`src/hdl/bfl_consts.vh`:
```
// constants for the bar feeder / lathe handshake block
// assumes a 250 MHz controller clock and a 32-bit APB register bus
`ifndef BFL_CONSTS_VH
`define BFL_CONSTS_VH

// ****************************************
// clock and timing
// ****************************************
`define BFL_CLK_MHZ 250
`define BFL_ACK_TIME_MS 500
`define BFL_GAP_TIME_MS 200
`define BFL_ACK_CYCLES (`BFL_ACK_TIME_MS * 1000 * `BFL_CLK_MHZ)
`define BFL_GAP_CYCLES (`BFL_GAP_TIME_MS * 1000 * `BFL_CLK_MHZ)
`define BFL_TMR_W 28

// ****************************************
// register byte addresses
// ****************************************
`define BFL_ADDR_W 8
`define BFL_OFS_CTRL 8'h00
`define BFL_OFS_STATUS 8'h04
`define BFL_OFS_MASK 8'h08
`define BFL_OFS_STATE 8'h0C
`define BFL_OFS_STROKE 8'h10
`define BFL_OFS_SENSOR 8'h14
`define BFL_OFS_CHOFS 8'h18

// ****************************************
// control fields and reset values
// ****************************************
`define BFL_CTRL_W 6
`define BFL_CTRL_RST 6'h11
`define BFL_B_FEED_CMD 0
`define BFL_F_EOB_LO 1
`define BFL_F_EOB_HI 2
`define BFL_B_CLAMP_INV 3
`define BFL_B_STATIC 4
`define BFL_B_TEST 5

`define BFL_EOB_SHORT 2'h0
`define BFL_EOB_LONG 2'h1
`define BFL_EOB_STD 2'h2

// ****************************************
// event bits (status and mask)
// ****************************************
`define BFL_EV_W 5
`define BFL_EV_CMD 0
`define BFL_EV_DONE 1
`define BFL_EV_EOB 2
`define BFL_EV_ERR 3
`define BFL_EV_TREF 4

// ****************************************
// length settings in mm
// ****************************************
`define BFL_LEN_W 12
`define BFL_STROKE_RST 12'h06D6
`define BFL_SENSOR_RST 12'h0692
`define BFL_CHOFS_W 5
`define BFL_CHOFS_RST 5'h0A
`define BFL_CHOFS_MAX 5'h14

// ****************************************
// error codes and misc
// ****************************************
`define BFL_ERR_W 4
`define BFL_ERR_NONE 4'h0
`define BFL_ERR_MERGE 4'h9
`define BFL_RCNT_EJECT 2'h0
`define BFL_RCNT_SECOND 2'h2

`endif

```
`src/hdl/bfl_handshake.v`:
```
// bar feeder side of the lathe handshake: command edge capture, completion
// reply, end-of-bar timing, clamp reading, test-cycle gate, APB registers.
// assumes all lathe and sensor inputs are already synchronous to CLK.
//
// Functional notes
// feed-on-command waits for a lathe command
// reply at target, push while clamp open
// command feed off: clamp opening starts feeding
// command feed off: clamp closing stops feeding
// short timing: end-of-bar while short and closed
// long timing: clear on second reply edge
// standard timing: clear on ejection command edge
// clamp polarity setting selects open level
// pulse style: fixed half-second completion pulse
// level style: reply while command held, capped
// new command only on edge, not replying
// lathe leaves about 0.2 s between commands
// unseparable commands raise error code nine
// level style advised; pulse style may merge
// stroke set a few mm under travel
// keep material sensor distance for positioning
// channel offset accepted only 0 to 20
// no test cycle while cover open
// completion low outside acknowledgement window
//
// Chosen here: the register addresses and register access over APB.
`timescale 1ns/1ps
`include "bfl_consts.vh"

module bfl_handshake #(
  parameter [`BFL_TMR_W-1:0] ACK_CYCLES = `BFL_ACK_CYCLES,
  parameter [`BFL_TMR_W-1:0] GAP_CYCLES = `BFL_GAP_CYCLES
) (
  // clock and reset
  input wire CLK,
  input wire RST,
  // apb slave
  input wire PSEL,
  input wire PENABLE,
  input wire PWRITE,
  input wire [`BFL_ADDR_W-1:0] PADDR,
  input wire [31:0] PWDATA,
  output reg [31:0] PRDATA,
  output wire PREADY,
  output wire PSLVERR,
  // lathe interface
  input wire MCODE,
  input wire CLAMP_IN,
  output reg MFIN,
  output reg EOB,
  // feeder sensors and motion
  input wire SHORT_BAR,
  input wire ACT_DONE,
  input wire BAR_REPLACE,
  input wire COVER_OPEN,
  output reg FEED,
  output reg TEST_RUN,
  output reg [`BFL_ERR_W-1:0] ERR_CODE,
  // length settings for the motion logic
  output reg [`BFL_LEN_W-1:0] STROKE_MM,
  output reg [`BFL_LEN_W-1:0] SENSOR_POS_MM,
  output reg [`BFL_CHOFS_W-1:0] CHAN_OFS_MM,
  // interrupt
  output wire IRQ
);

  // ****************************************
  // state codes
  // ****************************************
  localparam [1:0] ST_IDLE = 2'b00;
  localparam [1:0] ST_BUSY = 2'b01;
  localparam [1:0] ST_ACK = 2'b10;

  reg [1:0] state_q, state_d;
  reg [`BFL_CTRL_W-1:0] ctrl_q;
  reg [`BFL_EV_W-1:0] sts_q, mask_q;
  reg mcode_prev_q, short_prev_q, mfin_prev_q;
  reg [`BFL_TMR_W-1:0] ack_tmr_q, gap_tmr_q;
  reg [1:0] rcnt_q;

  wire feed_cmd = ctrl_q[`BFL_B_FEED_CMD];
  wire [1:0] eob_mode = ctrl_q[`BFL_F_EOB_HI:`BFL_F_EOB_LO];
  wire static_ack = ctrl_q[`BFL_B_STATIC];

  // ****************************************
  // input interpretation
  // ****************************************
  wire clamp_open = CLAMP_IN ^ ctrl_q[`BFL_B_CLAMP_INV];
  wire mcode_rise = MCODE & ~mcode_prev_q;
  wire mcode_fall = ~MCODE & mcode_prev_q;
  wire short_rise = SHORT_BAR & ~short_prev_q;
  wire gap_run = (gap_tmr_q != {`BFL_TMR_W{1'b0}});
  // an edge during the reply cannot be told apart from the one being acked
  wire cmd_accept = mcode_rise & (state_q != ST_ACK);
  wire cmd_clash = mcode_rise & ((state_q != ST_IDLE) | gap_run);
  wire ack_expire = (ack_tmr_q == {`BFL_TMR_W{1'b0}});
  wire mfin_rise = MFIN & ~mfin_prev_q;

  // ****************************************
  // apb decode
  // ****************************************
  wire acc = PSEL & PENABLE;
  wire setup = PSEL & ~PENABLE;
  reg hit;
  always @* begin
    case (PADDR)
      `BFL_OFS_CTRL, `BFL_OFS_STATUS, `BFL_OFS_MASK, `BFL_OFS_STATE,
      `BFL_OFS_STROKE, `BFL_OFS_SENSOR, `BFL_OFS_CHOFS: hit = 1'b1;
      default: hit = 1'b0;
    endcase
  end

  wire wr = acc & PWRITE & hit;
  wire ofs_bad = (PADDR == `BFL_OFS_CHOFS) &&
                 (PWDATA[31:0] > {27'h000_0000, `BFL_CHOFS_MAX});
  // zero wait states: read data is captured during the setup cycle
  assign PREADY = 1'b1;
  assign PSLVERR = acc & (~hit | (PWRITE & ofs_bad));
  wire sts_rd = acc & ~PWRITE & (PADDR == `BFL_OFS_STATUS);

  // ****************************************
  // command / reply sequencer
  // ****************************************
  always @* begin
    state_d = state_q;
    case (state_q)
      ST_IDLE: begin
        if (cmd_accept) begin
          state_d = ST_BUSY;
        end
      end
      ST_BUSY: begin
        if (ACT_DONE) begin
          state_d = ST_ACK;
        end
      end
      ST_ACK: begin
        if (ack_expire | (static_ack & ~MCODE)) begin
          state_d = ST_IDLE;
        end
      end
      default: state_d = ST_IDLE;
    endcase
  end

  always @(posedge CLK) begin
    if (RST) begin
      state_q <= ST_IDLE;
      ack_tmr_q <= {`BFL_TMR_W{1'b0}};
      gap_tmr_q <= {`BFL_TMR_W{1'b0}};
      mcode_prev_q <= 1'b0;
      short_prev_q <= 1'b0;
      mfin_prev_q <= 1'b0;
      MFIN <= 1'b0;
    end else begin
      state_q <= state_d;
      mcode_prev_q <= MCODE;
      short_prev_q <= SHORT_BAR;
      mfin_prev_q <= MFIN;
      if (state_q == ST_BUSY && ACT_DONE) begin
        ack_tmr_q <= ACK_CYCLES - {{(`BFL_TMR_W-1){1'b0}}, 1'b1};
      end else if (!ack_expire) begin
        ack_tmr_q <= ack_tmr_q - {{(`BFL_TMR_W-1){1'b0}}, 1'b1};
      end
      if (mcode_fall) begin
        gap_tmr_q <= GAP_CYCLES;
      end else if (gap_run) begin
        gap_tmr_q <= gap_tmr_q - {{(`BFL_TMR_W-1){1'b0}}, 1'b1};
      end
      // pulse style ignores the command level, level style follows it
      if (state_d == ST_ACK) begin
        MFIN <= static_ack ? MCODE : 1'b1;
      end else begin
        MFIN <= 1'b0;
      end
    end
  end

  // ****************************************
  // feeding
  // ****************************************
  always @(posedge CLK) begin
    if (RST) begin
      FEED <= 1'b0;
    end else if (!feed_cmd) begin
      FEED <= clamp_open;
    end else if (cmd_accept && state_q == ST_IDLE) begin
      FEED <= 1'b1;
    end else if (state_q != ST_BUSY && !clamp_open) begin
      // keeps pushing after the reply until the clamp shuts
      FEED <= 1'b0;
    end
  end

  // ****************************************
  // end of bar
  // ****************************************
  always @(posedge CLK) begin
    if (RST || !BAR_REPLACE) begin
      rcnt_q <= `BFL_RCNT_EJECT;
    end else if (cmd_accept && rcnt_q != 2'h3) begin
      rcnt_q <= rcnt_q + 2'h1;
    end
  end

  always @(posedge CLK) begin
    if (RST) begin
      EOB <= 1'b0;
    end else begin
      case (eob_mode)
        `BFL_EOB_SHORT: EOB <= SHORT_BAR & ~clamp_open;
        `BFL_EOB_LONG: begin
          if (short_rise) begin
            EOB <= 1'b1;
          end else if (mfin_rise && rcnt_q == `BFL_RCNT_SECOND) begin
            EOB <= 1'b0;
          end
        end
        `BFL_EOB_STD: begin
          if (short_rise) begin
            EOB <= 1'b1;
          end else if (cmd_accept && BAR_REPLACE &&
                       rcnt_q == `BFL_RCNT_EJECT) begin
            EOB <= 1'b0;
          end
        end
        default: EOB <= 1'b0;
      endcase
    end
  end

  // ****************************************
  // error and test cycle
  // ****************************************
  wire test_refused = ctrl_q[`BFL_B_TEST] & COVER_OPEN;
  always @(posedge CLK) begin
    if (RST) begin
      ERR_CODE <= `BFL_ERR_NONE;
      TEST_RUN <= 1'b0;
    end else begin
      if (cmd_clash) begin
        ERR_CODE <= `BFL_ERR_MERGE;
      end else if (wr && PADDR == `BFL_OFS_STATE) begin
        ERR_CODE <= `BFL_ERR_NONE;
      end
      TEST_RUN <= ctrl_q[`BFL_B_TEST] & ~COVER_OPEN;
    end
  end

  // ****************************************
  // registers
  // ****************************************
  wire [`BFL_EV_W-1:0] ev;
  assign ev[`BFL_EV_CMD] = cmd_accept;
  assign ev[`BFL_EV_DONE] = mfin_rise;
  assign ev[`BFL_EV_EOB] = short_rise;
  assign ev[`BFL_EV_ERR] = cmd_clash;
  assign ev[`BFL_EV_TREF] = test_refused;

  always @(posedge CLK) begin
    if (RST) begin
      ctrl_q <= `BFL_CTRL_RST;
      mask_q <= {`BFL_EV_W{1'b0}};
      sts_q <= {`BFL_EV_W{1'b0}};
      STROKE_MM <= `BFL_STROKE_RST;
      SENSOR_POS_MM <= `BFL_SENSOR_RST;
      CHAN_OFS_MM <= `BFL_CHOFS_RST;
    end else begin
      // an event in the clearing read's cycle survives the clear
      sts_q <= (sts_q & ~{`BFL_EV_W{sts_rd}}) | ev;
      if (wr) begin
        case (PADDR)
          `BFL_OFS_CTRL: ctrl_q <= PWDATA[`BFL_CTRL_W-1:0];
          `BFL_OFS_MASK: mask_q <= PWDATA[`BFL_EV_W-1:0];
          `BFL_OFS_STROKE: STROKE_MM <= PWDATA[`BFL_LEN_W-1:0];
          `BFL_OFS_SENSOR: SENSOR_POS_MM <= PWDATA[`BFL_LEN_W-1:0];
          `BFL_OFS_CHOFS: begin
            if (!ofs_bad) begin
              CHAN_OFS_MM <= PWDATA[`BFL_CHOFS_W-1:0];
            end
          end
          default: ctrl_q <= ctrl_q;
        endcase
      end
    end
  end

  always @(posedge CLK) begin
    if (RST) begin
      PRDATA <= 32'h0000_0000;
    end else if (setup) begin
      case (PADDR)
        `BFL_OFS_CTRL: PRDATA <= {26'h000_0000, ctrl_q};
        `BFL_OFS_STATUS: PRDATA <= {27'h000_0000, sts_q};
        `BFL_OFS_MASK: PRDATA <= {27'h000_0000, mask_q};
        `BFL_OFS_STATE: PRDATA <= {20'h0_0000, ERR_CODE, 1'b0,
          state_q, TEST_RUN, clamp_open, EOB, MFIN, FEED};
        `BFL_OFS_STROKE: PRDATA <= {20'h0_0000, STROKE_MM};
        `BFL_OFS_SENSOR: PRDATA <= {20'h0_0000, SENSOR_POS_MM};
        `BFL_OFS_CHOFS: PRDATA <= {27'h000_0000, CHAN_OFS_MM};
        default: PRDATA <= 32'h0000_0000;
      endcase
    end
  end

  assign IRQ = |(sts_q & mask_q);

endmodule

```
`config.mk`:
```
export PLATFORM = sky130hd
export DESIGN_NAME = bfl_handshake
export DESIGN_NICKNAME = d
export VERILOG_FILES = /design/src/hdl/bfl_handshake.v
export VERILOG_INCLUDE_DIRS = /design/src /design/src/hdl
export SDC_FILE = /design/constraint.sdc
export NUM_CORES = 1
export LEC_CHECK = 0
export ABC_AREA = 1
export BUFFER_PORTS_ARGS = -buffer_cell sky130_fd_sc_hd__buf_4
export CAP_MARGIN = 40
export CORE_MARGIN = 10
export CORE_UTILIZATION = 29
export CTS_CLUSTER_SIZE = 30
export DETAILED_ROUTE_END_ITERATION = 7
export PLACE_DENSITY = 0.58
export SYNTH_ARGS = -nofsm -noshare
export SYNTH_HDL_FRONTEND = slang
export SYNTH_SLANG_ARGS = --single-unit
```
`constraint.sdc`:
```
create_clock -name CLK -period 3.2 [get_ports CLK]
set_clock_uncertainty 0.2 [all_clocks]
set_input_delay 0.32 -clock CLK [delete_from_list [all_inputs] [get_ports CLK]]
set_output_delay 0.32 -clock CLK [all_outputs]
set_load 0.02 [all_outputs]
```
==> flow_summary.toml, run 1 <==
[route]
drc = 0
first_iter_violations = 516
wirelength_mm = 21.50
drt_first_pass_iters = 5
ant_nets = 0
avgRoutedWirePerCell_um = 14.08
vias_per_cell = 4.644
vias = 7091

[layout]
syn_to_final_growth_pct = 23.11
fin_area_sq_um = 8652
regArea_sq_um = 2502
post_layout_nonfiller_instances = 1527
fillers = 2592
final_util_pct = 36.53
multi_input_area_sq_um = 3879
diodes = 0
nNetsFinal = 1259
drive_gt1_share_pct = 13.99

[logic_synthesis]
ys_seq_area_share_pct = 35.61
synth_cell_type_count = 39
yosys_warnings = 0
ys_ff_latch = 125
synth_edf_count = 0
synth_top_cell_area_share_pct = 35.61
syn_inst = 1090
avgSynthCellArea_sq_um = 6.448
synth_area_sq_um = 7028
async_flop_share_pct = 0
synthTopCellsByArea = "dfxtp_1 (36%), nand2_1 (15%), nor2_1 (12%), nand3_1 (6.7%), inv_1 (5.4%)"
synth.most_common_cell = "nand2_1"
synth_common_cells = "nand2_1 (281), nor2_1 (222), dfxtp_1 (125)"
yosysTopAreaCell = "dfxtp_1"
synthFlopType = "dfxtp_1"

[sta]
finalMaxSlewViolations = 0
post-route-period-util_pct = 79.39
tightest_slew_ps = 597.5
slew_headroom_pct = 59.86
holdWs_ps = 36.89
min_period_ps = 2541
hold_viol = 0
tns_ps = 0
final-setup-viol-count = 0
fmax_mhz = 393.6
rsz0062_at_grt = "false"
setup_ws_ps = 659.5

[power]
switching_share_pct = 42.06
power.internal_mw = 3.943
clkPwrFrac_pct = 26.3
total_power_mw = 6.806
peakVddDrop_mv = 0.3298
p_sw_mw = 2.862
p_comb_share_pct = 42.5
p_leak_nw = 4.167
p_seq_share_pct = 31.2
power.density_nw_per_um2 = 786.6

[worst_setup_path]
cp-end-kind = "output port"
startpoint_type = "input port"
critPathMaxStageDelay_ps = 530
timing_worst_setup_path_type = "input port to output port"
worst_path_max_delay_cell = "dlygate4sd3_1"
crit_chain = "dlygate4sd3_1 > buf_4 > nor2_1 > nand3_1 > nor2_1 > nand2_1 > nor2_1 > nand2_1 > nand2_1 > o21ai_0 > buf_4"
cp_max_fo = 4
cp.arrival_ps = 2020
worst_ep_required_time_ps = 2680

[floorplanning]
io_pins = 123
die-area_sq_um = 30860
die_y_um = 175.7
dieWidth_um = 175.7
start_util_pct = 29.68
rows = 56
core_sq_um = 23680

[place]
dpl_cell_area_sq_um = 7970
gp_congestion = 0.8843
dp_hpwl_mm = 16.57
port_buffers = 99
dp_cells = 1483
preCtsSetupSlack_ps = 1094

[global_routing]
antenna_found_initial = 0
gr-usage-all-layers_pct = 14.00
overflow = 0
grt_pass1_vias = 6943
grt_pass1_wl_mm = 35.31
grt_max_degree = 54

[clock_tree]
ctsHoldBuffers = 14
cts_sinks = 125
cts-resized-gates = 0
cts_root_buf = "clkbuf_16"
cts_setup_buffers = 0
cts-buffers-inserted = 17
h-tree-depth = 4
insertion_delay_ps = 420
path_clk_slew_ps = 50
cts_tree = "built"
clockBufferDepth = 2

[run]
cap_violations = 0

[outcome]
status = "finished, final reports clean"

[hold_path]
holdCritPathClass = "input port to flop"
power by group through the flow:
stage / clock (mW) / combinational, mW / sequential [mW]
after global routing: 1.90 / 3.35 / 2.16
after CTS: 1.83 / 2.88 / 2.12
after floorplan: 0 / 2.27 / 2.06
after global placement: 0 / 2.81 / 2.15
after detailed placement: 0 / 2.85 / 2.15
final: 1.79 / 2.89 / 2.12
worst max-delay path: cells and delay by family:
kind	cells	cell delay, ps
buf+inv	3	820
simple gates	7	780
compound gates	1	70
cell families (layout without fill, tap and decap cells):
| family | Yosys count | in the layout | share of synthesized area (%) |
|---|---|---|---|
| and+or+nand+nor | 672 | 672 | 41.78 |
| DFF | 125 | 125 | 35.61 |
| other | 2 | 23 | 0.1069 |
| AOI/OAI and AO/OA | 105 | 105 | 8.225 |
| xor gates and xnor gates | 16 | 16 | 1.994 |
| adders and majority gates | 11 | 11 | 1.958 |
| buffers and inverters | 159 | 256 | 10.33 |
layer usage:
metal / vias to the layer above / wire [um] / track usage (%)
met2: 204 / 9703 / 22.45
met4: 0 / 380 / 4.027
met5: - / 0 / 0
li1: 3643 / - / -
met1: 3217 / 9728 / 17.12
met3: 27 / 1685 / 5.254
placed cells by master (no fill, tap or decap), types with 14 or more instances in the layout:
master and instances:
inv_1 101, conb_1 23, buf_4 105, dfxtp_1 125
nand4_1 26, dlygate4sd3_1 14, o21ai_0 16, nand3_1 94
nor2_1 222, clkbuf_16 17, a21oi_1 69, nand2_1 281
final timing paths:
| check | startpoint | to | slack (ps) | cells after the start |
|---|---|---|---|---|
| setup / recovery | PWDATA[11] | PSLVERR | 660 | 11 |
| hold / removal | PWDATA[6] | STROKE_MM[6] | 40 | 3 |
| setup reg to reg | gap_tmr_q[0] | gap_tmr_q[25] | 1200 | 8 |
| hold reg to reg | PRDATA[9] | PRDATA[9] | 270 | 2 |
cell type report:
cell class,instances,area share [%]
clock buffer,22,5.481
clock inverter,8,0.7809
inverter,107,4.642
multi-input combinational,827,44.83
sequential,125,28.92
tap,319,4.613
timing repair buffer,119,10.73
state kept, by name, summed over array words and instances, names as in the netlist, 5 cells and up:
name / flops
CHAN_OFS_MM: 5
PRDATA: 12
SENSOR_POS_MM: 12
STROKE_MM: 12
ack_tmr_q: 28
ctrl_q: 6
gap_tmr_q: 28
mask_q: 5
sts_q: 5
Note: power is estimated with default switching activity, not from simulation.
==> run 2: changes to the inputs <==
Clock period 3.2 ns to 2.65 ns, I/O delays scaled along.
==> run 2 against run 1 <==
- flip-flop and latch count is the same
- combinational power up 24%
- sequential power rose by 20%
- first-iteration DRC count shrank 2.9%
- clock power up 40%
- non-clock buffer count increased by 5
- die area unchanged
- count of clock-buffer cells in the layout down 4
- cell area rose by 1.5%
- hold slack better by 35 ps
- total power up 27%
- largest cell class unchanged
- largest power group unchanged
- highest routed layer unchanged
==> flow_summary.toml, run 2 (same netlist as run 1, synthesis figures left out) <==
[sta]
final-setup-viol-count = 0
tns_ps = 0
fmax_mhz = 410.8
min_period_ps = 2434
setup_ws_ps = 215.9
hold_viol = 0
rsz0062_at_grt = "false"
finalMaxSlewViolations = 0
post-route-period-util_pct = 91.85
tightest_slew_ps = 650.0
slew_headroom_pct = 56.33

[power]
switching_share_pct = 41.72
p_leak_nw = 4.213
power.density_nw_per_um2 = 981.5
total_power_mw = 8.622
p_sw_mw = 3.597
p_comb_share_pct = 41.3
p_seq_share_pct = 29.5
peakVddDrop_mv = 0.4279
power.internal_mw = 5.025
clkPwrFrac_pct = 29.1

[floorplanning]
start_util_pct = 29.68
die_y_um = 175.7
dieWidth_um = 175.7
rows = 56
io_pins = 123
die-area_sq_um = 30860
core_sq_um = 23680

[worst_setup_path]
worst-r2r-setup-slack_ps = 680
worst_ep_required_time_ps = 2180
startpoint_type = "input port"
cp-end-kind = "output port"
timing_worst_setup_path_type = "input port to output port"
cp_max_fo = 4
cp.arrival_ps = 1970

[layout]
drive_gt1_share_pct = 14.33
nNetsFinal = 1264
regArea_sq_um = 2502
post_layout_nonfiller_instances = 1533
top_regs = "ack_tmr_q: 28 flops, gap_tmr_q: 28 flops"
fillers = 2632
layout_common_cells = "nand2_1 (281), nor2_1 (222), dfxtp_1 (125)"
diodes = 0
syn_to_final_growth_pct = 25.00
multi_input_area_sq_um = 3879
final_util_pct = 37.09
mostFrequentLayoutCell = "nand2_1"

[clock_tree]
h-tree-depth = 4
path_clk_slew_ps = 50
cts_sinks = 125
cts_tree = "built"
cts_root_buf = "clkbuf_16"
cts-buffers-inserted = 17
cts_setup_buffers = 0
insertion_delay_ps = 420
clockBufferDepth = 2
cts-resized-gates = 0

[global_routing]
grt_max_degree = 54
grt_pass1_vias = 6919
gr-usage-all-layers_pct = 14.23
grt_pass1_wl_mm = 35.93
antenna_found_initial = 0
overflow = 0

[hold_path]
holdCritPathClass = "input port to flop"

[route]
drt_first_pass_iters = 5
vias = 7053
drc = 0
vias_per_cell = 4.601
ant_nets = 0
first_iter_violations = 501
avgRoutedWirePerCell_um = 14.31
wirelength_mm = 21.93

[place]
port_buffers = 99
dp_cells = 1485
preCtsSetupSlack_ps = 526.2
gp_congestion = 0.8989
dp_hpwl_mm = 16.52

[run]
cap_violations = 0

[outcome]
status = "finished, final reports clean"
run 2: changes by cell type in the layout (fill, tap and decap cells not counted), sizes merged:
| cell | delta |
|---|---|
| clkinv | -3 |
| clkinvlp | +3 |
| inv | +2 |
| buf | +2 |
| clkbuf | -4 |
| dlygate4sd3 | +3 |
| bufinv | +3 |
run 2: layer usage:
metal	part of all wire (%)	vias to the layer above	track usage, %
met5	0	-	0
met4	0.91	0	3.815
met3	8.6	15	5.190
met2	46	208	23.01
met1	45	3165	17.42
li1	-	3665	-
run 2: timing repair:
action                                 4_1_cts  5_1_grt
hold buffers                                17        0
endpoints found under the hold margin       45        0
setup endpoints to repair                    0        0
run 2: final cells by class:
type / instances / share of cell area, %
Multi-Input combinational cell: 827 / 44.15
Sequential cell: 125 / 28.49
Timing Repair Buffer: 124 / 11.08
Clock buffer: 18 / 4.999
Inverter: 107 / 4.572
Tap cell: 319 / 4.544
Clock inverter: 13 / 2.165
run 2: per-stage QoR:
step                area (sq um)  hold WS (ps)
floorplan                   7107         144.1
global placement            7985         255.2
detailed placement          7985         260.0
CTS                         8785         55.90
global route                8785         85.79
finish                      8785         72.10
run 2: critical path, stage by stage:
cell           delay, ps
dlygate4sd3_1        540
buf_4                140
nor2_1               110
nand3_1               90
nor2_1                90
nand2_1               60
nor2_1               280
nand2_1               80
nand2_1               70
o21ai_0               70
buf_4                170
run 2: path summary, 6_finish.rpt:
| kind | startpoint | endpoint | depth (start not counted) |
|---|---|---|---|
| max | PWDATA[11] | PSLVERR | 11 |
| min | RST | ctrl_q[0] | 3 |
| max reg2reg | ack_tmr_q[0] | ack_tmr_q[16] | 7 |
| min reg2reg | PRDATA[7] | PRDATA[7] | 2 |
run 2: power groups by stage:
stage          logic, mW  registers (mW)  clock network [mW]
3_3_place_gp        3.46            2.58                   0
2_1_floorplan       2.74            2.49                   0
6_report            3.57            2.55                2.51
4_1_cts             3.53            2.54                2.56
5_1_grt             4.08            2.59                2.64
3_5_place_dp        3.48            2.58                   0
